<file path="config.mk">
export PLATFORM = sky130hd
export DESIGN_NAME = cpc_config_regs
export DESIGN_NICKNAME = d
export VERILOG_FILES = /design/src/hdl/cpc_gate_decode.v /design/src/hdl/cpc_config_regs.v
export VERILOG_INCLUDE_DIRS = /design/src /design/src/hdl
export SDC_FILE = /design/constraint.sdc
export NUM_CORES = 1
export LEC_CHECK = 0
export BUFFER_PORTS_ARGS = -buffer_cell sky130_fd_sc_hd__buf_2
export CAP_MARGIN = 10
export CORE_MARGIN = 10
export CORE_UTILIZATION = 60
export DETAILED_ROUTE_END_ITERATION = 7
export GPL_TIMING_DRIVEN = 0
export PLACE_DENSITY = 0.93
export SLEW_MARGIN = 20
export SYNTH_ARGS = -nofsm -noshare
export SYNTH_HDL_FRONTEND = slang
export SYNTH_SLANG_ARGS = --single-unit
</file>
<file path="constraint.sdc">
create_clock -name ref_clk -period 4.6 [get_ports ref_clk]
set_input_delay 0.69 -clock ref_clk [delete_from_list [all_inputs] [get_ports ref_clk]]
set_output_delay 0.69 -clock ref_clk [all_outputs]
set_load 0.01 [all_outputs]
</file>
<file path="src/hdl/cpc_regs.vh">
`ifndef CPC_REGS_VH
`define CPC_REGS_VH
// Operation
// Every gate output owns a 5-bit forward selector and a 5-bit backward selector.
// The selector pairs cover gate outputs 01 to 22.
// Code 00h gives the low rail when scan direction is 0 and the high rail when it is 1.
// Code 01h gives the high rail when scan direction is 0 and the low rail when it is 1.
// Codes 02h-05h are fixed low/ground/source/high levels, 06h-13h route timing, 14h-17h reserved.
// The host selects page 3 before writing gate selectors, else those writes miss them.
// The page changes only on the byte sequence 98h, 81h, page number to the page selector.
// Page numbers 00h-0Ah are valid, others reserved, and page 3 is selected after reset.
// Lane control bit 7 picks the data lane count, reset value 80h, other bits zero.
// Spread control bit 7 enables spreading and both spread registers reset to 00h.
// The host writes 80h and 17h for one percent spreading.
// The host writes 90h and 0Bh for two percent spreading; other pairs are reserved.
// Pump register bit 7 picks idle-video behaviour and resets to B0h.
// With that bit at 0 and video stopped the pumps run and the smallest gamma level is shown.
// The backward swap bit at 1 exchanges the backward gate mapping, 0 keeps it.
// All registers stay writable in every power state and reload defaults on any reset.

// ============================================================
// Command pages
`define CPC_PAGE_GATE      8'h03
`define CPC_PAGE_LINK      8'h04
`define CPC_PAGE_MAX       8'h0A
`define CPC_PAGE_RESET     8'h03
`define CPC_KEY1           8'h98
`define CPC_KEY2           8'h81
// ============================================================
// Offsets on page 3
`define CPC_ADDR_PAGE_SEL  8'hFF
`define CPC_ADDR_SWAP      8'h5E
`define CPC_ADDR_FW_BASE   8'h5F
`define CPC_ADDR_BW_BASE   8'h75
`define CPC_GATE_COUNT     22
`define CPC_TABLE_SIZE     8'h16
// ============================================================
// Offsets on page 4
`define CPC_ADDR_LANE      8'h00
`define CPC_ADDR_SSC_CTL   8'h0B
`define CPC_ADDR_SSC_CNT   8'h0E
`define CPC_ADDR_PUMP      8'h21
// ============================================================
// Reset values and fields
`define CPC_LANE_RESET     8'h80
`define CPC_SSC_RESET      8'h00
`define CPC_PUMP_RESET     8'hB0
`define CPC_SWAP_RESET     8'h00
`define CPC_SEL_RESET      5'h00
`define CPC_LANE_MASK      8'h80
`define CPC_SSC_CTL_MASK   8'hF0
`define CPC_SWAP_MASK      8'h11
`define CPC_PUMP_FIXED     7'h30
`define CPC_BIT_TOP        7
`define CPC_BIT_BW_SWAP    4
`define CPC_BIT_FW_SWAP    0
`define CPC_STEP_FIELD     6:4
`define CPC_SEL_FIELD      4:0
// ============================================================
// Gate output level codes
`define CPC_LVL_LOW        3'h0
`define CPC_LVL_GND        3'h1
`define CPC_LVL_SRC        3'h2
`define CPC_LVL_HIGH       3'h3
`define CPC_LVL_TIMING     3'h4
`define CPC_LVL_RSVD       3'h5
`define CPC_SEL_FLIP_LOW   5'h00
`define CPC_SEL_FLIP_HIGH  5'h01
`define CPC_SEL_LOW        5'h02
`define CPC_SEL_GND        5'h03
`define CPC_SEL_SRC        5'h04
`define CPC_SEL_HIGH       5'h05
`define CPC_SEL_TIM_FIRST  5'h06
`define CPC_SEL_TIM_LAST   5'h13
`define CPC_SEL_TIM_BIAS   5'h06
`endif

</file>
<file path="src/hdl/cpc_gate_decode.v">
`timescale 1ns/1ps
`include "cpc_regs.vh"
// ============================================================
// Turns one 5-bit selector into a level class and timing source index
module cpc_gate_decode (
	input  wire [4:0] sel,
	input  wire       gate_scan_direction,
	output reg  [2:0] level,
	output reg  [3:0] timing_index
);
	reg [4:0] tim_offset;
	// Codes beyond 13h fall to reserved, a level class of their own apart from the low rail
	always @* begin
		timing_index = 4'h0;
		tim_offset   = sel - `CPC_SEL_TIM_BIAS;
		case (sel)
			`CPC_SEL_FLIP_LOW:  level = gate_scan_direction ? `CPC_LVL_HIGH : `CPC_LVL_LOW;
			`CPC_SEL_FLIP_HIGH: level = gate_scan_direction ? `CPC_LVL_LOW : `CPC_LVL_HIGH;
			`CPC_SEL_LOW:  level = `CPC_LVL_LOW;
			`CPC_SEL_GND:  level = `CPC_LVL_GND;
			`CPC_SEL_SRC:  level = `CPC_LVL_SRC;
			`CPC_SEL_HIGH: level = `CPC_LVL_HIGH;
			default: begin
				if (sel >= `CPC_SEL_TIM_FIRST && sel <= `CPC_SEL_TIM_LAST) begin
					level        = `CPC_LVL_TIMING;
					timing_index = tim_offset[3:0];
				end else begin
					level = `CPC_LVL_RSVD;
				end
			end
		endcase
	end
endmodule

</file>
<file path="src/hdl/cpc_config_regs.v">
`timescale 1ns/1ps
`include "cpc_regs.vh"
// ============================================================
// Command page configuration registers, written over the command link
module cpc_config_regs (
	input  wire                   ref_clk,
	input  wire                   rst_n,
	input  wire                   sw_reset,
	input  wire                   cmd_wr,
	input  wire [7:0]             cmd_addr,
	input  wire [7:0]             cmd_data,
	input  wire                   cmd_first,
	input  wire                   cmd_rd,
	output reg  [7:0]             cmd_rdata,
	input  wire                   gate_scan_direction,
	input  wire                   scan_backward,
	input  wire                   video_stopped,
	output reg  [7:0]             active_page,
	output wire                   lane_select,
	output wire                   spread_clock_enable,
	output wire [2:0]             spread_step_setting,
	output wire [7:0]             spread_count_setting,
	output wire                   idle_video_pump_mode,
	output wire                   pump_keep_running,
	output wire                   show_min_gamma,
	output wire                   reverse_scan_swap,
	output wire                   forward_scan_swap,
	output wire [66-1:0]          panel_gate_levels,
	output wire [88-1:0]          panel_gate_timing
);
	localparam N = `CPC_GATE_COUNT;
	// Page selector sequencer states (one-hot)
	localparam ST_IDLE = 3'b001;
	localparam ST_KEY1 = 3'b010;
	localparam ST_KEY2 = 3'b100;

	reg [2:0] seq_reg;
	reg [2:0] seq_next;
	reg [7:0] page_next;
	reg [7:0] lane_reg;
	reg [7:0] ssc_ctl_reg;
	reg [7:0] ssc_cnt_reg;
	reg [7:0] pump_reg;
	reg [7:0] swap_reg;
	reg [4:0] fw_sel_reg [0:N-1];
	reg [4:0] bw_sel_reg [0:N-1];
	integer   k;
	wire      any_reset = !rst_n || sw_reset;
	wire      page3_wr  = cmd_wr && active_page == `CPC_PAGE_GATE;
	wire      page4_wr  = cmd_wr && active_page == `CPC_PAGE_LINK;
	wire      sel_wr    = cmd_wr && cmd_addr == `CPC_ADDR_PAGE_SEL;

	// True when an address falls inside a selector table of 22 entries
	function in_table;
		input [7:0] addr;
		input [7:0] base;
		reg   [7:0] offset;
		begin
			// The lower bound stops a wrapped offset from hitting the table
			offset   = addr - base;
			in_table = addr >= base && offset < `CPC_TABLE_SIZE;
		end
	endfunction

	// Table position of the addressed entry; only used once in_table agrees
	wire [7:0] fw_index = cmd_addr - `CPC_ADDR_FW_BASE;
	wire [7:0] bw_index = cmd_addr - `CPC_ADDR_BW_BASE;
	wire       fw_hit   = page3_wr && in_table(cmd_addr, `CPC_ADDR_FW_BASE);
	wire       bw_hit   = page3_wr && in_table(cmd_addr, `CPC_ADDR_BW_BASE);

	// ============================================================
	// Page selector: key, key, page; any other write restarts the hunt
	always @* begin
		seq_next  = seq_reg;
		page_next = active_page;
		if (sel_wr) begin
			case (seq_reg)
				ST_IDLE: begin
					if (cmd_first && cmd_data == `CPC_KEY1)
						seq_next = ST_KEY1;
					else
						seq_next = ST_IDLE;
				end
				ST_KEY1: begin
					if (cmd_data == `CPC_KEY2)
						seq_next = ST_KEY2;
					else
						seq_next = ST_IDLE;
				end
				ST_KEY2: begin
					seq_next = ST_IDLE;
					// Reserved pages are dropped so the bank never lands nowhere
					if (cmd_data <= `CPC_PAGE_MAX)
						page_next = cmd_data;
				end
				default: seq_next = ST_IDLE;
			endcase
		end else if (cmd_wr) begin
			// A write elsewhere breaks the key, so a stray key byte cannot arm it
			seq_next = ST_IDLE;
		end
	end

	// Selector state and page; both reload on either reset
	always @(posedge ref_clk) begin
		if (any_reset) begin
			seq_reg     <= ST_IDLE;
			active_page <= `CPC_PAGE_RESET;
		end else begin
			seq_reg     <= seq_next;
			active_page <= page_next;
		end
	end

	// ============================================================
	// Page 4 registers, writable in all power states
	always @(posedge ref_clk) begin
		if (any_reset) begin
			lane_reg    <= `CPC_LANE_RESET;
			ssc_ctl_reg <= `CPC_SSC_RESET;
			ssc_cnt_reg <= `CPC_SSC_RESET;
			pump_reg    <= `CPC_PUMP_RESET;
		end else if (page4_wr) begin
			if (cmd_addr == `CPC_ADDR_LANE)
				lane_reg <= cmd_data & `CPC_LANE_MASK;
			if (cmd_addr == `CPC_ADDR_SSC_CTL)
				ssc_ctl_reg <= cmd_data & `CPC_SSC_CTL_MASK;
			if (cmd_addr == `CPC_ADDR_SSC_CNT)
				ssc_cnt_reg <= cmd_data;
			// Low bits are fixed pattern, only the mode bit moves
			if (cmd_addr == `CPC_ADDR_PUMP)
				pump_reg <= {cmd_data[`CPC_BIT_TOP], `CPC_PUMP_FIXED};
		end
	end

	// ============================================================
	// Page 3 swap bits and selector tables
	always @(posedge ref_clk) begin
		if (any_reset)
			swap_reg <= `CPC_SWAP_RESET;
		else if (page3_wr && cmd_addr == `CPC_ADDR_SWAP)
			swap_reg <= cmd_data & `CPC_SWAP_MASK;
	end

	// One process owns both tables so every entry has a single driver
	always @(posedge ref_clk) begin
		if (any_reset) begin
			for (k = 0; k < N; k = k + 1) begin
				fw_sel_reg[k] <= `CPC_SEL_RESET;
				bw_sel_reg[k] <= `CPC_SEL_RESET;
			end
		end else begin
			// Bits 7:5 of a selector byte have no storage and are dropped
			if (fw_hit)
				fw_sel_reg[fw_index[4:0]] <= cmd_data[`CPC_SEL_FIELD];
			if (bw_hit)
				bw_sel_reg[bw_index[4:0]] <= cmd_data[`CPC_SEL_FIELD];
		end
	end

	genvar g;
	generate
		for (g = 0; g < N; g = g + 1) begin : gate
			wire [4:0] eff_sel;
			wire [2:0] lvl;
			wire [3:0] tix;
			// Backward exchange mirrors the table end for end
			assign eff_sel = !scan_backward ? fw_sel_reg[g] :
				(swap_reg[`CPC_BIT_BW_SWAP] ? bw_sel_reg[N-1-g] : bw_sel_reg[g]);
			cpc_gate_decode u_dec (
				.sel                 (eff_sel),
				.gate_scan_direction (gate_scan_direction),
				.level               (lvl),
				.timing_index        (tix)
			);
			assign panel_gate_levels[g*3 +: 3] = lvl;
			assign panel_gate_timing[g*4 +: 4] = tix;
		end
	endgenerate

	// ============================================================
	// Read back; the page selector is write-only and reads zero
	reg [7:0] rdata_next;
	always @* begin
		rdata_next = 8'h00;
		if (active_page == `CPC_PAGE_LINK) begin
			case (cmd_addr)
				`CPC_ADDR_LANE:    rdata_next = lane_reg;
				`CPC_ADDR_SSC_CTL: rdata_next = ssc_ctl_reg;
				`CPC_ADDR_SSC_CNT: rdata_next = ssc_cnt_reg;
				`CPC_ADDR_PUMP:    rdata_next = pump_reg;
				default:           rdata_next = 8'h00;
			endcase
		end else if (active_page == `CPC_PAGE_GATE) begin
			if (cmd_addr == `CPC_ADDR_SWAP)
				rdata_next = swap_reg;
			else if (in_table(cmd_addr, `CPC_ADDR_FW_BASE))
				rdata_next = {3'h0, fw_sel_reg[fw_index[4:0]]};
			else if (in_table(cmd_addr, `CPC_ADDR_BW_BASE))
				rdata_next = {3'h0, bw_sel_reg[bw_index[4:0]]};
		end
	end

	// Read data stands until the next read, so the host may fetch it late
	always @(posedge ref_clk) begin
		if (any_reset)
			cmd_rdata <= 8'h00;
		else if (cmd_rd)
			cmd_rdata <= rdata_next;
	end

	// ============================================================
	// Decoded controls
	assign lane_select          = lane_reg[`CPC_BIT_TOP];
	assign spread_clock_enable  = ssc_ctl_reg[`CPC_BIT_TOP];
	assign spread_step_setting  = ssc_ctl_reg[`CPC_STEP_FIELD];
	assign spread_count_setting = ssc_cnt_reg;
	assign idle_video_pump_mode = pump_reg[`CPC_BIT_TOP];
	// Both settings of the pump bit keep the rail pumps running
	assign pump_keep_running    = 1'b1;
	assign show_min_gamma       = video_stopped && !idle_video_pump_mode;
	assign reverse_scan_swap    = swap_reg[`CPC_BIT_BW_SWAP];
	assign forward_scan_swap    = swap_reg[`CPC_BIT_FW_SWAP];
endmodule

</file>
# --- After elaboration in Yosys (flattened, before gate mapping) ---
# Memory sizes are Yosys's and may differ from the RTL's.
# Cells that the tools add are included.
# W data, S select, Z words.
totals:
  ff_bits: 35
  memories: 2
  ramBits: 220
memory_table:
  columns: ["memory", "words", "width", "rd", "rd_clocked_by_memory_dff", "wr", "line", "source"]
  rows:
  - ["bw_sel_reg", 22, 5, 23, 0, 22, "cpc_config_regs.v:46", "reg [4:0] bw_sel_reg [0:N-1];"]
  - ["fw_sel_reg", 22, 5, 23, 0, 22, "cpc_config_regs.v:45", "reg [4:0] fw_sel_reg [0:N-1];"]
op_classes:
  n_lt_le_gt_ge: 49
  reduce_logical: 88
  n_eq_ne: 122
  mux: 159
  add_sub_neg: 24
ops:
  columns: ["operator", "count"]
  rows:
  - ["$pmux W3 S6", 22]
  - ["$mux W5", 52]
  - ["$eq A5 B2 Y1 const B", 44]
  - ["$eq A5 B3 Y1 const B", 44]
  - ["$mux W4", 44]
  - ["$reduce_or A6 Y1", 22]
  - ["$eq A5 B1 Y1 const B", 22]
  - ["$ge A5 B3 Y1 const B", 22]
  - ["$le A5 B5 Y1 const B", 22]
  - ["$logic_not A5 Y1", 22]
  - ["$sub A4 B3 Y4 const B", 22]
  - ["$logic_and A1 B1 Y1", 32]
  - ["$mux W1", 32]
  - ["$pmux W8 S4", 1]
  - ["$eq A8 B8 Y1 const B", 3]
  - ["$eq A8 B4 Y1 const B", 2]
  - ["$ge A8 B7 Y1 const B", 2]
  - ["$lt A8 B5 Y1 const B", 2]
  - ["$sub A8 B7 Y8 const B", 2]
  - ["$reduce_or A5 Y1", 2]
  - ["$mux W3", 3]
  - ["$eq A8 B2 Y1 const B", 1]
  - ["$eq A8 B3 Y1 const B", 1]
  - ["$eq A8 B6 Y1 const B", 1]
  - ["other kinds (14)", 20]

# --- Logic depth before layout (Yosys ltp) ---
depth:
  ltp_word: 9
  ltp_mapped: 15
  ltp_nobuf: 8

# --- By module ---
# Synthesis repeated with hierarchy kept, for this count alone.
unflattened:
  cells_unflattened: 2048
  area_unflattened_um2: 21777.1
modules_own_cells:
  columns: ["mod", "cells_each", "n_inst", "area_per_inst_um2"]
  rows:
  - ["cpc_config_regs", 1560, 1, 18281.3]
  - ["cpc_gate_decode at gate[0].u_dec ...", 22, 20, 158.9]
  - ["cpc_gate_decode at gate[8].u_dec ...", 24, 2, 158.9]

# --- Least setup slack after synthesis ---
# OpenSTA, ideal clock, no wires.
synth_timing:
  path_type: "input to register"
  startpoint: "input port cmd_addr[0]"
  endpoint: "memory fw_sel_reg[23][0], enable pin"
  t_arrival_ns: 3.537
  cell_stages: 12
  setup_time_ns: 0.383
  slack_ns: 0.679
  path_cell_list: "buf_4 buf_2 buf_4 buf_4 inv_1 ha_1 buf_2 buf_2 a31oi_1 nand3_1 clkbuf_1 nor4b_1"
synth_lines:
  columns: ["item", "line", "source"]
  rows:
  - ["start: declaration", "cpc_config_regs.v:10", "input wire [7:0] cmd_addr,"]
  - ["end: declaration", "cpc_config_regs.v:45", null]

# --- Worst setup path in the final report ---
layout_timing:
  startpoint: "input port cmd_addr[0]"
  endpoint: "register cmd_rdata[4]"
layout_between:
  elab_chain_cells: 8
  word_cells_on_any_way: 21
  classes_between: "2 x add/sub; 4 x order compare; 4 x eq/ne; 6 x mux; 3 x reduce/logical; 2 x memory"
layout_rtl:
  columns: ["item", "line", "source"]
  rows:
  - ["$sub A8 B7 Y8", "cpc_config_regs.v:60", "offset = addr - base;"]
  - ["$lt A8 B5 Y1 (no line)", null, null]
  - ["$logic_and A1 B1 Y1 (no line)", null, null]
  - ["$mux W5", "cpc_config_regs.v:199", "else if (in_table(cmd_addr, `CPC_ADDR_BW_BASE))"]
  - ["$mux W5", "cpc_config_regs.v:197", "else if (in_table(cmd_addr, `CPC_ADDR_FW_BASE))"]
  - ["$mux W5", "cpc_config_regs.v:195", "if (cmd_addr == `CPC_ADDR_SWAP)"]
  - ["$mux W5", "cpc_config_regs.v:194", "end else if (active_page == `CPC_PAGE_GATE) begin"]
  - ["$mux W8 *", "cpc_config_regs.v:186", "if (active_page == `CPC_PAGE_LINK) begin"]
  - ["end signal: assignment", "cpc_config_regs.v:209", "cmd_rdata <= rdata_next;"]
  - ["end: declaration", "cpc_config_regs.v:14", "output reg [7:0] cmd_rdata,"]
# Mark *: on every way between the ends. The rest lies on a longest branch, timed or not.
# A chain may end at the register's enable or synchronous reset.

==> impl_metrics.csv <==
group,metric,value,unit
status,outcome,"finished, violations left",
status,violations,"design-rule violations, negative setup slack",
placement,dp_cells,2816,
worst_setup_path,cp_slowest_cell,"mux4_2",
worst_setup_path,cp.arrival,5.12,ns
floorplan,die_h,210,um
timing,fin_crit,4.70,ns
logic_synthesis,ys_ff_latch,323,
pwr,p_per_area,327,nW/um2
floorplan,core,35600,um2
worst_setup_path,path_depth,15,
worst_setup_path,worstRegToRegCells,6,
logic_synthesis,yosys_warnings,0,
floorplan,die_w,210,um
route,drt_first_iter_violations,3392,
logic_synthesis,synth_area_leader_cell,"edfxtp_1",
timing,setup_ws,-0.0990,ns
cells_and_area,syn2layout_area_growth,15.0,%
global_routing,grt_pass1_wl,128000,um
worst_hold_path,worstHoldPathCells,3,
route,drc,6,
worst_setup_path,critical_path_peak_fanout,10,
global_routing,antenna_found_initial,1,
floorplan,floorplan.initialDensity,60.8,%
worst_setup_path,cpLargestDelayFamily,"buffers and inverters",
worst_setup_path,worst-path-buf-inv,9,
timing,fin_crit_sh,102,%
global_routing,grt_pass1_vias,19100,
worst_setup_path,path_class,"primary input to register",
cells_and_area,multi_input_area,11700,um2
logic_synthesis,synth_cell_types,76,
floorplan,die-area,44000,um2
cells_and_area,instances_no_fill,2884,
clock_network,clockBufferDepth,3,
worst_setup_path,cp_cell_sequence,"buf_2 > buf_6 > buf_6 > buf_8 > buf_4 > inv_1 > ha_1 > buf_6 > buf_6 > buf_6 > mux4_2 > mux2i_1 > o2bb2ai_1 > o31ai_2 > a31oi_1",
logic_synthesis,syn_area,21600,um2
cells_and_area,largest_reg_flops,152,
timing,tightest_slew,1.28,ns
floorplan,rows,69,
placement,place_congestion,1.09,
logic_synthesis,synth_ff_type,"edfxtp_1",
timing,relSlewSlack,15.0,%
job,max_cap_viol_count,0,
logic_synthesis,avgSynthCellArea,10.3,um2
logic_synthesis,ys_async_sr_fraction,0,%
route,firstDrtPassIters,8,
global_routing,grt-ovfl-total,0,
logic_synthesis,synth-edff-count,288,
worst_hold_path,hold_class,"primary input to register",
cells_and_area,fin_nets,2470,
timing,hold_viol,0,
cells_and_area,regArea,9350,um2
global_routing,grt_usage,39.7,%
pwr,finalPower,0.00813,W
pwr,peakVddDrop,0.381,mV
timing,setup_violations,7,
timing,rsz0062_at_grt,"yes",
floorplan,pin_count,213,
placement,dp_hpwl,68000,um
logic_synthesis,yosysMostFrequentCell,"edfxtp_1",
clock_network,htreeDepth,2,
worst_setup_path,start_kind,"primary input",
pwr,p_leak,10.2,nW
logic_synthesis,syn_inst,2100,
route,vias_per_cell,6.96,
worst_setup_path,slowest_delay,0.63,ns
clock_network,numCtsBuffers,35,
timing,final_max_slew_viol_count,0,
route,via_count,20100,
logic_synthesis,synth_common_cells,"288 x edfxtp_1, 228 x nor2_1, 197 x and2_1",
worst_setup_path,required,5.02,ns
timing,clock.fmax,0.213,GHz
worst_setup_path,end_kind,"register",
cells_and_area,final_layout_size_suffix_gt1_share,18.4,%
timing,hold_ws,0.462,ns
worst_setup_path,crit_top_cell,"buf_6",
timing,finClkSkew,0.0224,ns
placement,port_buffers,207,
logic_synthesis,synth_area_leaders,"edfxtp_1 40%, mux4_2 7.7%, mux2i_1 6.8%, and2_1 5.7%, nor2_1 4.0%",
clock_network,cts-root-buf,"clkbuf_16",
clock_network,clk_pin_slew_worst_paths,0.06,ns
clock_network,numClockSinks,323,
logic_synthesis,yosysSeqAreaShare,43.2,%
clock_network,cts_tree,"done",
route,detail-route-antenna-nets,0,
clock_network,worstSkewPairLatency,0.57,ns
cells_and_area,fill_cells,2681,
route,wirelength,90500,um
global_routing,grt_start_max_net_pins,25,
logic_synthesis,synth_top_area_share,40.0,%
route,routedWlPerCell,31.4,um
==> cells by family after synthesis <==
kind of cell / synth area share [%]
xor+xnor: 1.82
simple gates: 21.2
compound gates: 11.4
other cells: 0.0347
mux: 15.5
buf+inv: 3.89
flops: 43.2
fa+ha+maj: 3.01
==> through the flow <==
step	area, um2	util (%)	setup TNS [ns]	worst slack [ns]
2_1_floorplan	21800	-	0	0.679
3_3_place_gp	23400	65.8	-425.15	-2.22
3_5_place_dp	23400	65.9	-456.34	-2.05
4_1_cts	24800	69.7	0	0.00982
5_1_grt	24900	69.9	-1.93	-0.109
6_report	24900	69.9	-0.464	-0.0990
==> final timing paths <==
| check | start | to | slack [ns] |
|---|---|---|---|
| worst max-delay path | cmd_addr[0] | cmd_rdata[4]$_SDFFE_PP0P_ | -0.1 |
| worst min-delay path | cmd_data[5] | ssc_ctl_reg[5]$_SDFFE_PP0P_ | 0.46 |
| worst max register to register | active_page[6]$_SDFFE_PP0P_ | bw_sel_reg[6][3]$_SDFFCE_PN0P_ | 0.62 |
| worst min register to register | cmd_rdata[7]$_SDFFE_PP0P_ | cmd_rdata[7]$_SDFFE_PP0P_ | 0.51 |
==> worst register-to-register path: cells and delay by family (launching register included) <==
kind	cells	cell delay, ns
and+or+nand+nor	6	3.32
DFF	1	0.33
==> repair_timing <==
action | 4_1_cts | 5_1_grt
endpoints found under the hold margin | 0 | 0
hold buffers | 0 | 0
endpoints found under the setup margin | 410 | 225
setup buffers | 0 | 1
pin swaps | 0 | 1
gates cloned | 0 | 0
resized for setup | 34 | 41
==> layout by cell type (no fill, tap or decap), types with 48 or more instances in the layout <==
cell      Yosys  routed
nand2_1     159     159
o21ai_0      65      63
edfxtp_1    288     288
clkbuf_1     74      72
mux2i_1     147     147
inv_1        72      72
mux4_2       74      74
buf_2        31     227
a21oi_1      91      89
conb_1        2      49
nor2_1      228     228
and2_1      197     197
and3_1       52      52
nand3_1      48      48
ha_1         52      52
==> power breakdown <==
group	internal (W)	total (W)	switching, W
logic	0.000559	0.00168	0.00112
clock network	0.00179	0.00304	0.00125
registers	0.00331	0.00341	0.000100
total	0.00566	0.00813	0.00247
==> final cells by class <==
type | count | area share (%)
Sequential cell | 323 | 37.6
Multi-Input combinational cell | 1620 | 47.1
Clock inverter | 18 | 0.991
Clock buffer | 46 | 3.90
Buffer | 130 | 2.67
Timing Repair Buffer | 209 | 4.24
Tap cell | 461 | 2.32
Inverter | 74 | 1.12
Antenna cell | 3 | 0.0302
==> layer usage <==
metal / up-vias / GRT usage, % / routed length [um]
met5: - / 0 / 0
met2: 1827 / 58.9 / 38500
met3: 388 / 14.9 / 14700
li1: 8249 / - / -
met1: 9608 / 48.4 / 30600
met4: 0 / 24.1 / 6640
Power figures use the tool's default switching activity.
